<file path="config.mk">
export PLATFORM = sky130hd
export DESIGN_NAME = adc_seq_ctl
export DESIGN_NICKNAME = d
export VERILOG_FILES = /design/src/adc_ctl_pkg.sv /design/src/adc_seq_ctl.sv /design/src/adc_result_fifo.sv /design/src/adc_input_decode.sv
export SDC_FILE = /design/constraint.sdc
export NUM_CORES = 1
export LEC_CHECK = 0
export BUFFER_PORTS_ARGS = -buffer_cell sky130_fd_sc_hd__buf_4
export CAP_MARGIN = 20
export CORE_MARGIN = 3
export CORE_UTILIZATION = 52
export CTS_BUF_LIST = sky130_fd_sc_hd__clkbuf_16
export DETAILED_ROUTE_END_ITERATION = 8
export PLACE_DENSITY = 0.77
export REMOVE_ABC_BUFFERS = 1
export SLEW_MARGIN = 5
export SYNTH_ARGS = -nofsm -noshare
export SYNTH_HDL_FRONTEND = slang
export SYNTH_SLANG_ARGS = --single-unit
</file>
<file path="constraint.sdc">
create_clock -name clk -period 3.7 [get_ports clk]
set_input_delay 0.925 -clock clk [delete_from_list [all_inputs] [get_ports clk]]
set_output_delay 0.925 -clock clk [all_outputs]
set_load 0.005 [all_outputs]
</file>
<file path="src/adc_ctl_pkg.sv">
// Package with register map, field layout and encodings of the converter control slice.
package adc_ctl_pkg;
    // Register byte addresses (word aligned).
    localparam logic [3:0] ctrl2_off = 4'h0;
    localparam logic [3:0] chsel_off = 4'h4;
    localparam logic [3:0] ctrl_off = 4'h8;
    localparam logic [3:0] status_off = 4'hc;
    // Control register 2 fields.
    localparam int ref_lsb = 13;
    localparam int scan_bit = 10;
    localparam int channel_count_select_lsb = 8;
    localparam int fill_bit = 7;
    localparam int rate_lsb = 2;
    localparam int split_bit = 1;
    localparam logic [15:0] ctrl2_wmask = 16'he77f;
    localparam logic [15:0] ctrl2_reset = 16'h0000;
    // Channel 0 select register fields.
    localparam int negb_bit = 15;
    localparam int posb_lsb = 8;
    localparam int nega_bit = 7;
    localparam int posa_lsb = 0;
    localparam logic [15:0] chsel_wmask = 16'h9f9f;
    localparam logic [15:0] chsel_reset = 16'h0000;
    // Own control register fields.
    localparam int twelve_bit = 0;
    localparam int dma_bit = 1;
    localparam int opamp_lsb = 2;
    localparam logic [15:0] ctrl_wmask = 16'h001f;
    localparam logic [15:0] ctrl_reset = 16'h0000;
    // Reference codes.
    localparam logic [2:0] ref_ext_both = 3'h3;
    // Positive input codes.
    localparam logic [4:0] pos_last_pin = 5'h0f;
    localparam logic [4:0] pos_opamp1 = 5'h18;
    localparam logic [4:0] pos_opamp3 = 5'h1a;
    localparam logic [4:0] pos_temp = 5'h1e;
    localparam logic [4:0] pos_open = 5'h1f;
    localparam logic [4:0] opamp_pin0 = 5'h03;
    localparam logic [4:0] opamp_pin1 = 5'h00;
    localparam logic [4:0] opamp_pin2 = 5'h06;

    typedef enum logic [2:0] {
        src_pin = 3'h0,
        src_opamp = 3'h1,
        src_temp = 3'h2,
        src_open = 3'h3,
        src_none = 3'h4
    } src_kind_t;

    typedef enum logic [1:0] {
        ref_avdd_avss = 2'h0,
        ref_ext_avss = 2'h1,
        ref_avdd_ext = 2'h2,
        ref_ext_ext = 2'h3
    } ref_sel_t;

    typedef struct packed {
        src_kind_t kind;
        logic [4:0] index;
        logic neg_an1;
    } mux_route_t;

    typedef struct packed {
        logic [15:0] data;
        logic [1:0] chan;
    } result_t;
endpackage

</file>
<file path="src/adc_seq_ctl.sv">
// Converter channel, reference and sequencing control with Avalon-MM registers.
// Behaviour
// - Reference code 011 selects both external; top bit one selects supply/ground.
// - Scan bit steps enabled inputs for channel 0 positive on multiplexer A.
// - Channel count 00 converts channel 0, 01 channels 0-1, 1x channels 0-3.
// - In 12-bit mode the channel count reads zero, only channel 0 converts.
// - Fill status is one while second buffer half fills, zero for first.
// - Without DMA, interrupt after every N-th conversion, N is low four bits plus one.
// - With DMA, advance buffer address every N-th conversion, N full field plus one.
// - Negative select one routes input 1, zero the low reference.
// - Positive codes 00000 to 01111 select analog inputs 0 to 15.
// - Codes 11000 to 11010 pick op-amp outputs if enabled, else shared pins.
// - Code 11110 temperature diode, 11111 open, 11011 to 11101 reserved.
`timescale 1ns/1ps
module adc_seq_ctl #(
    parameter int FIFO_DEPTH = 4
) (
    // Clock and reset.
    input wire logic clk,
    input wire logic reset,
    // Avalon-MM slave.
    input wire logic [3:0] avs_address,
    input wire logic avs_read,
    input wire logic avs_write,
    input wire logic [31:0] avs_writedata,
    input wire logic [3:0] avs_byteenable,
    output logic [31:0] avs_readdata,
    output logic avs_waitrequest,
    output logic [1:0] avs_response,
    // Converter core.
    input wire logic conv_done,
    input wire logic [15:0] conv_data,
    input wire logic [15:0] scan_enables,
    // Result buffer sink.
    output logic res_valid,
    input wire logic res_ready,
    output logic [15:0] res_data,
    output logic [1:0] res_chan,
    output logic res_half,
    // Analog front end control.
    output adc_ctl_pkg::ref_sel_t ref_sel,
    output adc_ctl_pkg::mux_route_t route_ch0,
    output logic [1:0] conv_chan,
    output logic use_mux_b,
    output logic conv_irq,
    output logic dma_advance
);
    logic [15:0] ctrl2_ff;
    logic [15:0] chsel_ff;
    logic [15:0] ctrl_ff;
    logic ack_ff;
    logic [31:0] rdata_ff;
    logic err_ff;
    logic fill_ff;
    logic [4:0] evt_ff;
    logic [1:0] chan_ff;
    logic [3:0] scan_ff;
    logic irq_ff;
    logic dma_ff;
    logic overrun_ff;
    logic res_valid_ff;
    adc_ctl_pkg::result_t res_ff;
    adc_ctl_pkg::ref_sel_t ref_ff;
    adc_ctl_pkg::mux_route_t route_ff;

    // Register decode.
    wire req = (avs_read || avs_write) && !ack_ff;
    wire hit2 = avs_address == adc_ctl_pkg::ctrl2_off;
    wire hitc = avs_address == adc_ctl_pkg::chsel_off;
    wire hitk = avs_address == adc_ctl_pkg::ctrl_off;
    wire hits = avs_address == adc_ctl_pkg::status_off;
    wire mapped = hit2 || hitc || hitk || hits;
    wire [15:0] bemask = {{8{avs_byteenable[1]}}, {8{avs_byteenable[0]}}};
    // A write lands at the edge where the master sees waitrequest low.
    wire wr_go = ack_ff && avs_write && mapped;

    // Field views.
    wire twelve = ctrl_ff[adc_ctl_pkg::twelve_bit];
    wire dma_en = ctrl_ff[adc_ctl_pkg::dma_bit];
    wire [2:0] opamps = ctrl_ff[adc_ctl_pkg::opamp_lsb +: 3];
    wire [2:0] refcode = ctrl2_ff[adc_ctl_pkg::ref_lsb +: 3];
    wire scan_en = ctrl2_ff[adc_ctl_pkg::scan_bit];
    wire [1:0] channel_count_select_raw = ctrl2_ff[adc_ctl_pkg::channel_count_select_lsb +: 2];
    wire [1:0] channel_count_select = twelve ? 2'h0 : channel_count_select_raw;
    wire [4:0] rate = ctrl2_ff[adc_ctl_pkg::rate_lsb +: 5];
    wire split = ctrl2_ff[adc_ctl_pkg::split_bit];
    wire [4:0] posa = chsel_ff[adc_ctl_pkg::posa_lsb +: 5];
    wire [4:0] posb = chsel_ff[adc_ctl_pkg::posb_lsb +: 5];

    // Reference selection.
    wire [1:0] nxt_ref =
        refcode[2] ? adc_ctl_pkg::ref_avdd_avss : refcode[1:0];

    // Channel stepping: last channel is 0, 1 or 3 depending on count.
    wire [1:0] last_chan = channel_count_select[1] ? 2'h3 : {1'b0, channel_count_select[0]};
    wire accept = conv_done;
    wire wrap = accept && chan_ff == last_chan;

    // Scan picks the next enabled input after the present one.
    logic [3:0] scan_next;
    always_comb begin
        scan_next = scan_ff;
        for (int i = 15; i >= 1; i--) begin
            if (scan_enables[4'(scan_ff + 4'(i))]) begin
                scan_next = 4'(scan_ff + 4'(i));
            end
        end
    end
    wire [4:0] pos_a_eff = scan_en ? {1'b0, scan_ff} : posa;
    wire [4:0] pos_sel = use_mux_b ? posb : pos_a_eff;
    wire neg_sel = use_mux_b ? chsel_ff[adc_ctl_pkg::negb_bit] :
                   chsel_ff[adc_ctl_pkg::nega_bit];
    adc_ctl_pkg::mux_route_t nxt_route;

    adc_input_decode u_decode (
        .pos_code(pos_sel),
        .neg_sel(neg_sel),
        .opamp_enable(opamps),
        .route(nxt_route)
    );

    // Event count for interrupt or DMA pacing.
    wire [4:0] limit = dma_en ? rate : {1'b0, rate[3:0]};
    wire evt_hit = accept && evt_ff >= limit;
    wire [4:0] nxt_evt = evt_hit ? 5'h00 : (accept ? evt_ff + 5'h01 : evt_ff);

    // Results pass the FIFO; a full FIFO drops the sample and flags it.
    wire fifo_in_ready;
    wire fifo_out_valid;
    wire fifo_out_ready = !res_valid_ff || res_ready;
    wire [17:0] fifo_out_data;
    wire fifo_push = accept && fifo_in_ready;

    adc_result_fifo #(.WIDTH(18), .DEPTH(FIFO_DEPTH)) u_fifo (
        .clk(clk),
        .reset(reset),
        .in_valid(accept),
        .in_ready(fifo_in_ready),
        .in_data({conv_data, chan_ff}),
        .out_valid(fifo_out_valid),
        .out_ready(fifo_out_ready),
        .out_data(fifo_out_data)
    );

    // Read mux.
    wire [15:0] ctrl2_view = {ctrl2_ff[15:10], channel_count_select,
                              fill_ff, ctrl2_ff[6:0]};
    wire [15:0] status_view = {13'h0000, overrun_ff, chan_ff};
    wire [15:0] rmux = hit2 ? ctrl2_view : hitc ? chsel_ff :
                       hitk ? ctrl_ff : hits ? status_view : 16'h0000;

    always_ff @(posedge clk or posedge reset) begin
        if (reset) begin
            ack_ff <= 1'b0;
            rdata_ff <= 32'h0000_0000;
            err_ff <= 1'b0;
        end else begin
            ack_ff <= req;
            rdata_ff <= {16'h0000, rmux};
            err_ff <= req && !mapped;
        end
    end

    always_ff @(posedge clk or posedge reset) begin
        if (reset) begin
            ctrl2_ff <= adc_ctl_pkg::ctrl2_reset;
            chsel_ff <= adc_ctl_pkg::chsel_reset;
            ctrl_ff <= adc_ctl_pkg::ctrl_reset;
        end else if (wr_go) begin
            if (hit2) begin
                ctrl2_ff <= (ctrl2_ff & ~(bemask & adc_ctl_pkg::ctrl2_wmask)) |
                    (avs_writedata[15:0] & bemask & adc_ctl_pkg::ctrl2_wmask);
            end
            if (hitc) begin
                chsel_ff <= (chsel_ff & ~(bemask & adc_ctl_pkg::chsel_wmask)) |
                    (avs_writedata[15:0] & bemask & adc_ctl_pkg::chsel_wmask);
            end
            if (hitk) begin
                ctrl_ff <= (ctrl_ff & ~(bemask & adc_ctl_pkg::ctrl_wmask)) |
                    (avs_writedata[15:0] & bemask & adc_ctl_pkg::ctrl_wmask);
            end
        end
    end

    // Sequencer state; overrun is set by a drop and cleared by writing status.
    always_ff @(posedge clk or posedge reset) begin
        if (reset) begin
            chan_ff <= 2'h0;
            scan_ff <= 4'h0;
            evt_ff <= 5'h00;
            fill_ff <= 1'b0;
            irq_ff <= 1'b0;
            dma_ff <= 1'b0;
            overrun_ff <= 1'b0;
            ref_ff <= adc_ctl_pkg::ref_avdd_avss;
            route_ff <= '0;
        end else begin
            chan_ff <= wrap ? 2'h0 : (accept ? chan_ff + 2'h1 : chan_ff);
            if (accept && scan_en && !use_mux_b) begin
                scan_ff <= scan_next;
            end
            evt_ff <= nxt_evt;
            if (evt_hit && split) begin
                fill_ff <= !fill_ff;
            end else if (!split) begin
                fill_ff <= 1'b0;
            end
            irq_ff <= evt_hit && !dma_en;
            dma_ff <= evt_hit && dma_en;
            overrun_ff <= (accept && !fifo_in_ready) ||
                          (overrun_ff && !(wr_go && hits));
            ref_ff <= adc_ctl_pkg::ref_sel_t'(nxt_ref);
            route_ff <= nxt_route;
        end
    end

    always_ff @(posedge clk or posedge reset) begin
        if (reset) begin
            res_valid_ff <= 1'b0;
            res_ff <= '0;
        end else if (fifo_out_ready) begin
            res_valid_ff <= fifo_out_valid;
            res_ff <= adc_ctl_pkg::result_t'(fifo_out_data);
        end
    end

    // Sample multiplexer B is used on the second half of alternating runs.
    logic mux_b_ff;
    always_ff @(posedge clk or posedge reset) begin
        if (reset) begin
            mux_b_ff <= 1'b0;
        end else begin
            mux_b_ff <= ctrl2_ff[0] && wrap ? !mux_b_ff :
                        (ctrl2_ff[0] ? mux_b_ff : 1'b0);
        end
    end

    assign avs_waitrequest = !ack_ff;
    assign avs_readdata = rdata_ff;
    assign avs_response = err_ff ? 2'h2 : 2'h0;
    assign res_valid = res_valid_ff;
    assign res_data = res_ff.data;
    assign res_chan = res_ff.chan;
    assign res_half = fill_ff;
    assign ref_sel = ref_ff;
    assign route_ch0 = route_ff;
    assign conv_chan = chan_ff;
    assign use_mux_b = mux_b_ff;
    assign conv_irq = irq_ff;
    assign dma_advance = dma_ff;

    property p_ref_ext;
        @(posedge clk) disable iff (reset)
        refcode == adc_ctl_pkg::ref_ext_both |=> ref_sel == adc_ctl_pkg::ref_ext_ext;
    endproperty
    a_ref_ext: assert property (p_ref_ext) else $error("ref 011 wrong");
    property p_ref_top;
        @(posedge clk) disable iff (reset)
        refcode[2] |=> ref_sel == adc_ctl_pkg::ref_avdd_avss;
    endproperty
    a_ref_top: assert property (p_ref_top) else $error("ref 1xx wrong");
    property p_chps12;
        @(posedge clk) disable iff (reset) twelve |-> channel_count_select == 2'h0;
    endproperty
    a_chps12: assert property (p_chps12) else $error("channel_count_select in 12-bit");
    property p_chan_range;
        @(posedge clk) disable iff (reset)
        accept && channel_count_select == 2'h0 |=> conv_chan == 2'h0;
    endproperty
    a_chan_range: assert property (p_chan_range) else $error("chan range");
    property p_irq;
        @(posedge clk) disable iff (reset)
        accept && !dma_en && evt_ff == {1'b0, rate[3:0]} |=> conv_irq;
    endproperty
    a_irq: assert property (p_irq) else $error("irq missing");
    property p_dma;
        @(posedge clk) disable iff (reset)
        accept && dma_en && evt_ff == rate |=> dma_advance && !conv_irq;
    endproperty
    a_dma: assert property (p_dma) else $error("dma missing");
    property p_fill;
        @(posedge clk) disable iff (reset)
        evt_hit && split |=> fill_ff != $past(fill_ff);
    endproperty
    a_fill: assert property (p_fill) else $error("fill toggle");
    property p_temp;
        @(posedge clk) disable iff (reset)
        pos_sel == adc_ctl_pkg::pos_temp |=>
            route_ch0.kind == adc_ctl_pkg::src_temp;
    endproperty
    a_temp: assert property (p_temp) else $error("temp route");
    property p_pin;
        @(posedge clk) disable iff (reset)
        pos_sel <= adc_ctl_pkg::pos_last_pin |=>
            route_ch0.index == $past(pos_sel);
    endproperty
    a_pin: assert property (p_pin) else $error("pin route");
    c_irq: cover property (@(posedge clk) conv_irq);
    c_dma: cover property (@(posedge clk) dma_advance);
    c_full: cover property (@(posedge clk) accept && !fifo_in_ready);
endmodule

</file>
<file path="src/adc_result_fifo.sv">
// Small flip-flop FIFO that buffers conversion results on their way to the buffer.
`timescale 1ns/1ps
module adc_result_fifo #(
    parameter int WIDTH = 18,
    parameter int DEPTH = 4
) (
    // Clock and reset.
    input wire logic clk,
    input wire logic reset,
    // Filling side.
    input wire logic in_valid,
    output logic in_ready,
    input wire logic [WIDTH-1:0] in_data,
    // Draining side.
    output logic out_valid,
    input wire logic out_ready,
    output logic [WIDTH-1:0] out_data
);
    localparam int AW = $clog2(DEPTH);
    logic [WIDTH-1:0] mem_ff [DEPTH];
    logic [AW-1:0] wr_ff;
    logic [AW-1:0] rd_ff;
    logic [AW:0] cnt_ff;
    wire push = in_valid && in_ready;
    wire pop = out_valid && out_ready;

    assign in_ready = cnt_ff != (AW+1)'(DEPTH);
    assign out_valid = cnt_ff != '0;
    assign out_data = mem_ff[rd_ff];

    always_ff @(posedge clk or posedge reset) begin
        if (reset) begin
            wr_ff <= '0;
            rd_ff <= '0;
            cnt_ff <= '0;
        end else begin
            if (push) begin
                wr_ff <= (wr_ff == AW'(DEPTH-1)) ? '0 : wr_ff + 1'b1;
            end
            if (pop) begin
                rd_ff <= (rd_ff == AW'(DEPTH-1)) ? '0 : rd_ff + 1'b1;
            end
            cnt_ff <= cnt_ff + (AW+1)'(push) - (AW+1)'(pop);
        end
    end

    // Storage carries no reset; only the pointers and the count define what is valid.
    always_ff @(posedge clk) begin
        if (push) begin
            mem_ff[wr_ff] <= in_data;
        end
    end
endmodule

</file>
<file path="src/adc_input_decode.sv">
// Decoder from a five-bit positive input code and negative bit to a route.
`timescale 1ns/1ps
module adc_input_decode (
    // Selection.
    input wire logic [4:0] pos_code,
    input wire logic neg_sel,
    input wire logic [2:0] opamp_enable,
    // Route.
    output adc_ctl_pkg::mux_route_t route
);
    wire is_pin = pos_code <= adc_ctl_pkg::pos_last_pin;
    wire is_opamp = pos_code >= adc_ctl_pkg::pos_opamp1 &&
                    pos_code <= adc_ctl_pkg::pos_opamp3;
    wire [1:0] amp = 2'(pos_code - adc_ctl_pkg::pos_opamp1);
    wire amp_on = opamp_enable[amp];
    wire [4:0] shared_pin = (amp == 2'h0) ? adc_ctl_pkg::opamp_pin0 :
                            (amp == 2'h1) ? adc_ctl_pkg::opamp_pin1 :
                            adc_ctl_pkg::opamp_pin2;
    wire [2:0] kind =
        is_pin ? adc_ctl_pkg::src_pin :
        (is_opamp && amp_on) ? adc_ctl_pkg::src_opamp :
        is_opamp ? adc_ctl_pkg::src_pin :
        (pos_code == adc_ctl_pkg::pos_temp) ? adc_ctl_pkg::src_temp :
        (pos_code == adc_ctl_pkg::pos_open) ? adc_ctl_pkg::src_open :
        adc_ctl_pkg::src_none;

    assign route.kind = adc_ctl_pkg::src_kind_t'(kind);
    assign route.index = (is_opamp && !amp_on) ? shared_pin :
                         (is_opamp ? {3'h0, amp} : pos_code);
    assign route.neg_an1 = neg_sel;
endmodule

</file>
==> results <==
- The synthesis-to-finish area growth is 18.1%.
- In the final routed layout, each cell accounts on average for 20.1 um.
- For this run, design rule violations remaining after detail routing come to 0.
- The number of nets still failing antenna checks after routing is 0.
- After legalization and detailed placement, the total HPWL measured 15.2 mm.
- The area of the placeable core is 17400 um2.
- The initialized floorplan defines 48 standard-cell rows.
- The tightest min-delay check is of the flip-flop to flip-flop type.
- The top fanout value on the critical path is 13.
- The overall die area is 19400 um2.
- In this run the deepest clock path goes through 2 buffers.
- The total routing resource utilization after global routing is roughly 23%.
- The width of the die is roughly 140 um.
- The share of power burned in registers is 28.2%.
- The period utilization is between 90 and 100%.
- The transition time at the pin with the least slew margin is just over 0.9 ns.
- For this block, the routed nets add up to approximately 21 mm of wire.
- After clock tree synthesis, the clock-pin slew on the worst setup and hold paths is roughly 0.06 ns.
- During I/O placement, the number of pins put on the boundary was between 100 and 150.
- Headroom to the max-slew limit came out at approximately two fifths.
- The post-synthesis cell type count is 70.
- Summing every instance area after synthesis gives roughly 9200 um2.
- Clock tree synthesis selected as its root buffer the cell sky130_fd_sc_hd__clkbuf_16.
- In the synthesized netlist, the number of instances is around 700.
- Setup repair after global routing left no endpoint under its margin.
- At the worst endpoint, the required time is between 4 and 5 ns.
- Counting instances in the post-synthesis netlist gives the leading cell types as sky130_fd_sc_hd__dfrtp_1 (101), sky130_fd_sc_hd__edfxtp_1 (72), sky130_fd_sc_hd__mux2_2 (65), sky130_fd_sc_hd__nor2_1 (45), sky130_fd_sc_hd__mux4_2 (40).
- The setup path with the least slack is of type flip-flop to flip-flop.
- The setup slack after placement is approximately 0.2 ns.
- The starting density of the core is 53.2%.
- The global-route wire length before repair is roughly 35 mm.
- The completed layout was analyzed and its total power is between 10 and 15 mW.
- The worst endpoint data arrival time is 3.77 ns.
- During placement, the flow inserted port buffers numbering approximately 110.
- The residual overflow from global routing is 0.
- The number of nets in the layout is 924.
- The kind of start point of the critical path is a flip-flop.
- Clock tree synthesis inserted a total of 17 buffers.
- The sequential cell area fraction in the yosys report is 50.8%.
- Yosys instantiated no cell more often than sky130_fd_sc_hd__dfrtp_1.
- The repair_antennas step left the layout with diodes totalling 0.
- The leakage component of the power is 4.66 nW.
- The clock reaches the later pin of the worst-skew pair after roughly 0.43 ns.
- During synthesis, Yosys emitted a total of 0 warnings.
- The highest clock frequency the design can meet is between 0.2 and 0.3 GHz.
- The total of hold buffers inserted after clock tree synthesis is 0.
- The analysis attributes to net switching a power of a little over 4 mW.
- The routed via count is 6323.
- The most used flip-flop cell after synthesis is sky130_fd_sc_hd__dfrtp_1.
- The total count of max-transition violations in the final report is 0.
- The flip-flop and latch count after synthesis is between 150 and 200.
- The number of antenna violations at the first check in global routing was 0.
- Of the total power, the clock network draws approximately 17%.
- Setup violations remaining at the end of the flow were counted as 0.
- Counting flops with a built-in enable in the synthesized netlist gives 72.
- The final setup slack of the worst path is around 0.27 ns.
- Net switching is 40.2% of the power.
- The via count of the first global-routing pass is between 6000 and 7000.
- The proportion of netlist area held by the largest area contributor is 27.4%.
- The number of maximum-capacitance constraint violations is 0.
- Counting flops with an async set or reset pin after synthesis yields a share of roughly three fifths.
- The worst path needs 3.43 ns of the cycle, external delays included.
- The flow ran to the end, and the final reports show no timing, DRC or antenna violations.
- Of all cell types, the one taking the most synthesized area is sky130_fd_sc_hd__dfrtp_1.
- IR analysis of the VDD net gives a maximum drop of between 500 and 600 uV.
- Between clock sinks in the finished design, the worst skew comes to ~0.0066 ns.
- In the final layout, the share of cells above drive strength 1 is around 34%.
- The floorplan step set the die height to about 140 um.
- The worst setup path is captured at a flip-flop.
- Routability-driven placement finished with a final weighted congestion of between 0.9 and 1.
- The count of final hold-check violations is 0.
- The number of clock sinks is between 150 and 200.
- In this run, the combinational gates consume a little over half of the power.
- In this run the number of H-tree levels came out at 4.
- The CTS tree is done.
- Once the clock tree was built, the setup fixing pass inserted 0 buffers.
- For this run, the detailed router's first-pass iteration total came to 5.
- In this run the mean area of a mapped cell was 13.2 um2.
- The maximum number of pins on one net before global-route repair is 34.
- By area the synthesized netlist is led by sky130_fd_sc_hd__dfrtp_1 (27%), sky130_fd_sc_hd__edfxtp_1 (23%), sky130_fd_sc_hd__mux4_2 (9.8%).
- The average vias per placed instance is 5.95.
- The cell-internal power is 6.08 mW.
- After the first detailed-routing iteration, the DRC count stood at 412.
- The power density normalized to cell area is about 930 nW/um2.
[metal layers]
layer / track usage, % / wire, um / vias up
li1: - / - / 2826
met1: 31.5 / 9300 / 3213
met2: 36.9 / 10500 / 259
met3: 5.43 / 1380 / 25
met4: 5.30 / 224 / 0
met5: 0 / 0 / -
[cells in the final DEF (no fill, tap or decap), types with 9 or more instances in the layout]
cell / count
sky130_fd_sc_hd__buf_4: 137
sky130_fd_sc_hd__dfrtp_1: 101
sky130_fd_sc_hd__edfxtp_1: 72
sky130_fd_sc_hd__mux2_2: 65
sky130_fd_sc_hd__nor2_1: 45
sky130_fd_sc_hd__mux4_2: 40
sky130_fd_sc_hd__nand2_1: 39
sky130_fd_sc_hd__mux2i_1: 30
sky130_fd_sc_hd__o21ai_0: 25
sky130_fd_sc_hd__inv_1: 22
sky130_fd_sc_hd__a21oi_1: 21
sky130_fd_sc_hd__ha_1: 19
sky130_fd_sc_hd__clkbuf_16: 18
sky130_fd_sc_hd__conb_1: 17
sky130_fd_sc_hd__nand3_1: 16
sky130_fd_sc_hd__nor2b_1: 12
sky130_fd_sc_hd__and2_1: 12
sky130_fd_sc_hd__xnor2_1: 10
sky130_fd_sc_hd__nand2b_1: 10
sky130_fd_sc_hd__nor3_1: 9
[kinds of logic after synthesis]
logic type	Yosys count	synth area share, %
flops	173	50.8
simple gates	172	9.50
mux	152	24.3
compound gates	93	6.42
buf+inv	70	4.07
fa+ha+maj	21	2.93
xor+xnor	17	1.90
other cells	1	0.0406
[final timing paths]
| path | start | end | slack (ns) | cells after the start |
|---|---|---|---|---|
| setup / recovery | scan_ff[1]$_DFFE_PP0P_ | scan_ff[1]$_DFFE_PP0P_ | 0.27 | 10 |
| hold / removal | flip-flop | ref_sel[0]$_DFF_PP0_ | 0.48 | 1 |
| setup reg to reg | scan_ff[1]$_DFFE_PP0P_ | scan_ff[1]$_DFFE_PP0P_ | 0.27 | 10 |
| hold reg to reg | flip-flop | ref_sel[0]$_DFF_PP0_ | 0.48 | 1 |
| max in group asynchronous | reset | asynchronous set/reset pin | 2.46 | 3 |
| min in group asynchronous | reset | res_data[0]$_DFFE_PP0N_ | 0.52 | 2 |
[power groups by stage]
stage / clock (mW) / combinational [mW] / sequential [mW]
after floorplan: 0 / 3.77 / 2.93
after global placement: 0 / 5.28 / 2.87
after detailed placement: 0 / 5.45 / 2.90
after CTS: 1.77 / 5.50 / 2.87
after global routing: 1.87 / 6.04 / 2.92
final: 1.74 / 5.56 / 2.86
[what timing repair did]
item | in CTS | in global routing
gates resized for setup | 0 | 1
endpoints found under the hold margin | 0 | 0
setup endpoints to repair | 0 | 1
[critical path, cell delays in order (launching register included)]
cell and delay (ns):
sky130_fd_sc_hd__dfrtp_1 0.34, sky130_fd_sc_hd__inv_1 0.10, sky130_fd_sc_hd__ha_2 0.55, sky130_fd_sc_hd__mux2_1 0.42
sky130_fd_sc_hd__mux4_2 0.55, sky130_fd_sc_hd__mux2_4 0.34, sky130_fd_sc_hd__nand4bb_1 0.21, sky130_fd_sc_hd__nor4_2 0.25
sky130_fd_sc_hd__a211oi_2 0.20, sky130_fd_sc_hd__o21ai_1 0.16, sky130_fd_sc_hd__mux2i_1 0.22
[stage by stage]
| step | utilization, % | instances | setup TNS (ns) | hold WS (ns) | cell area [um2] |
|---|---|---|---|---|---|
| floorplan | - | 669 | -0.782 | 0.442 | 9010 |
| global placement | 59.5 | 1031 | 0 | 0.467 | 10300 |
| detailed placement | 59.5 | 1031 | 0 | 0.473 | 10300 |
| CTS | 62.8 | 1063 | 0 | 0.480 | 10900 |
| global route | 62.8 | 1063 | 0 | 0.514 | 10900 |
| finish | 62.8 | 1063 | 0 | 0.480 | 10900 |
[cell type report]
cell class	instances	area (um2)
fill	1288	6450
sequential	173	4690
multi-input combinational	472	4230
timing repair buffer	137	1030
clock buffer	18	450
tap	225	282
clock inverter	14	131
inverter	24	92.6
Power figures use the tool's default switching activity.
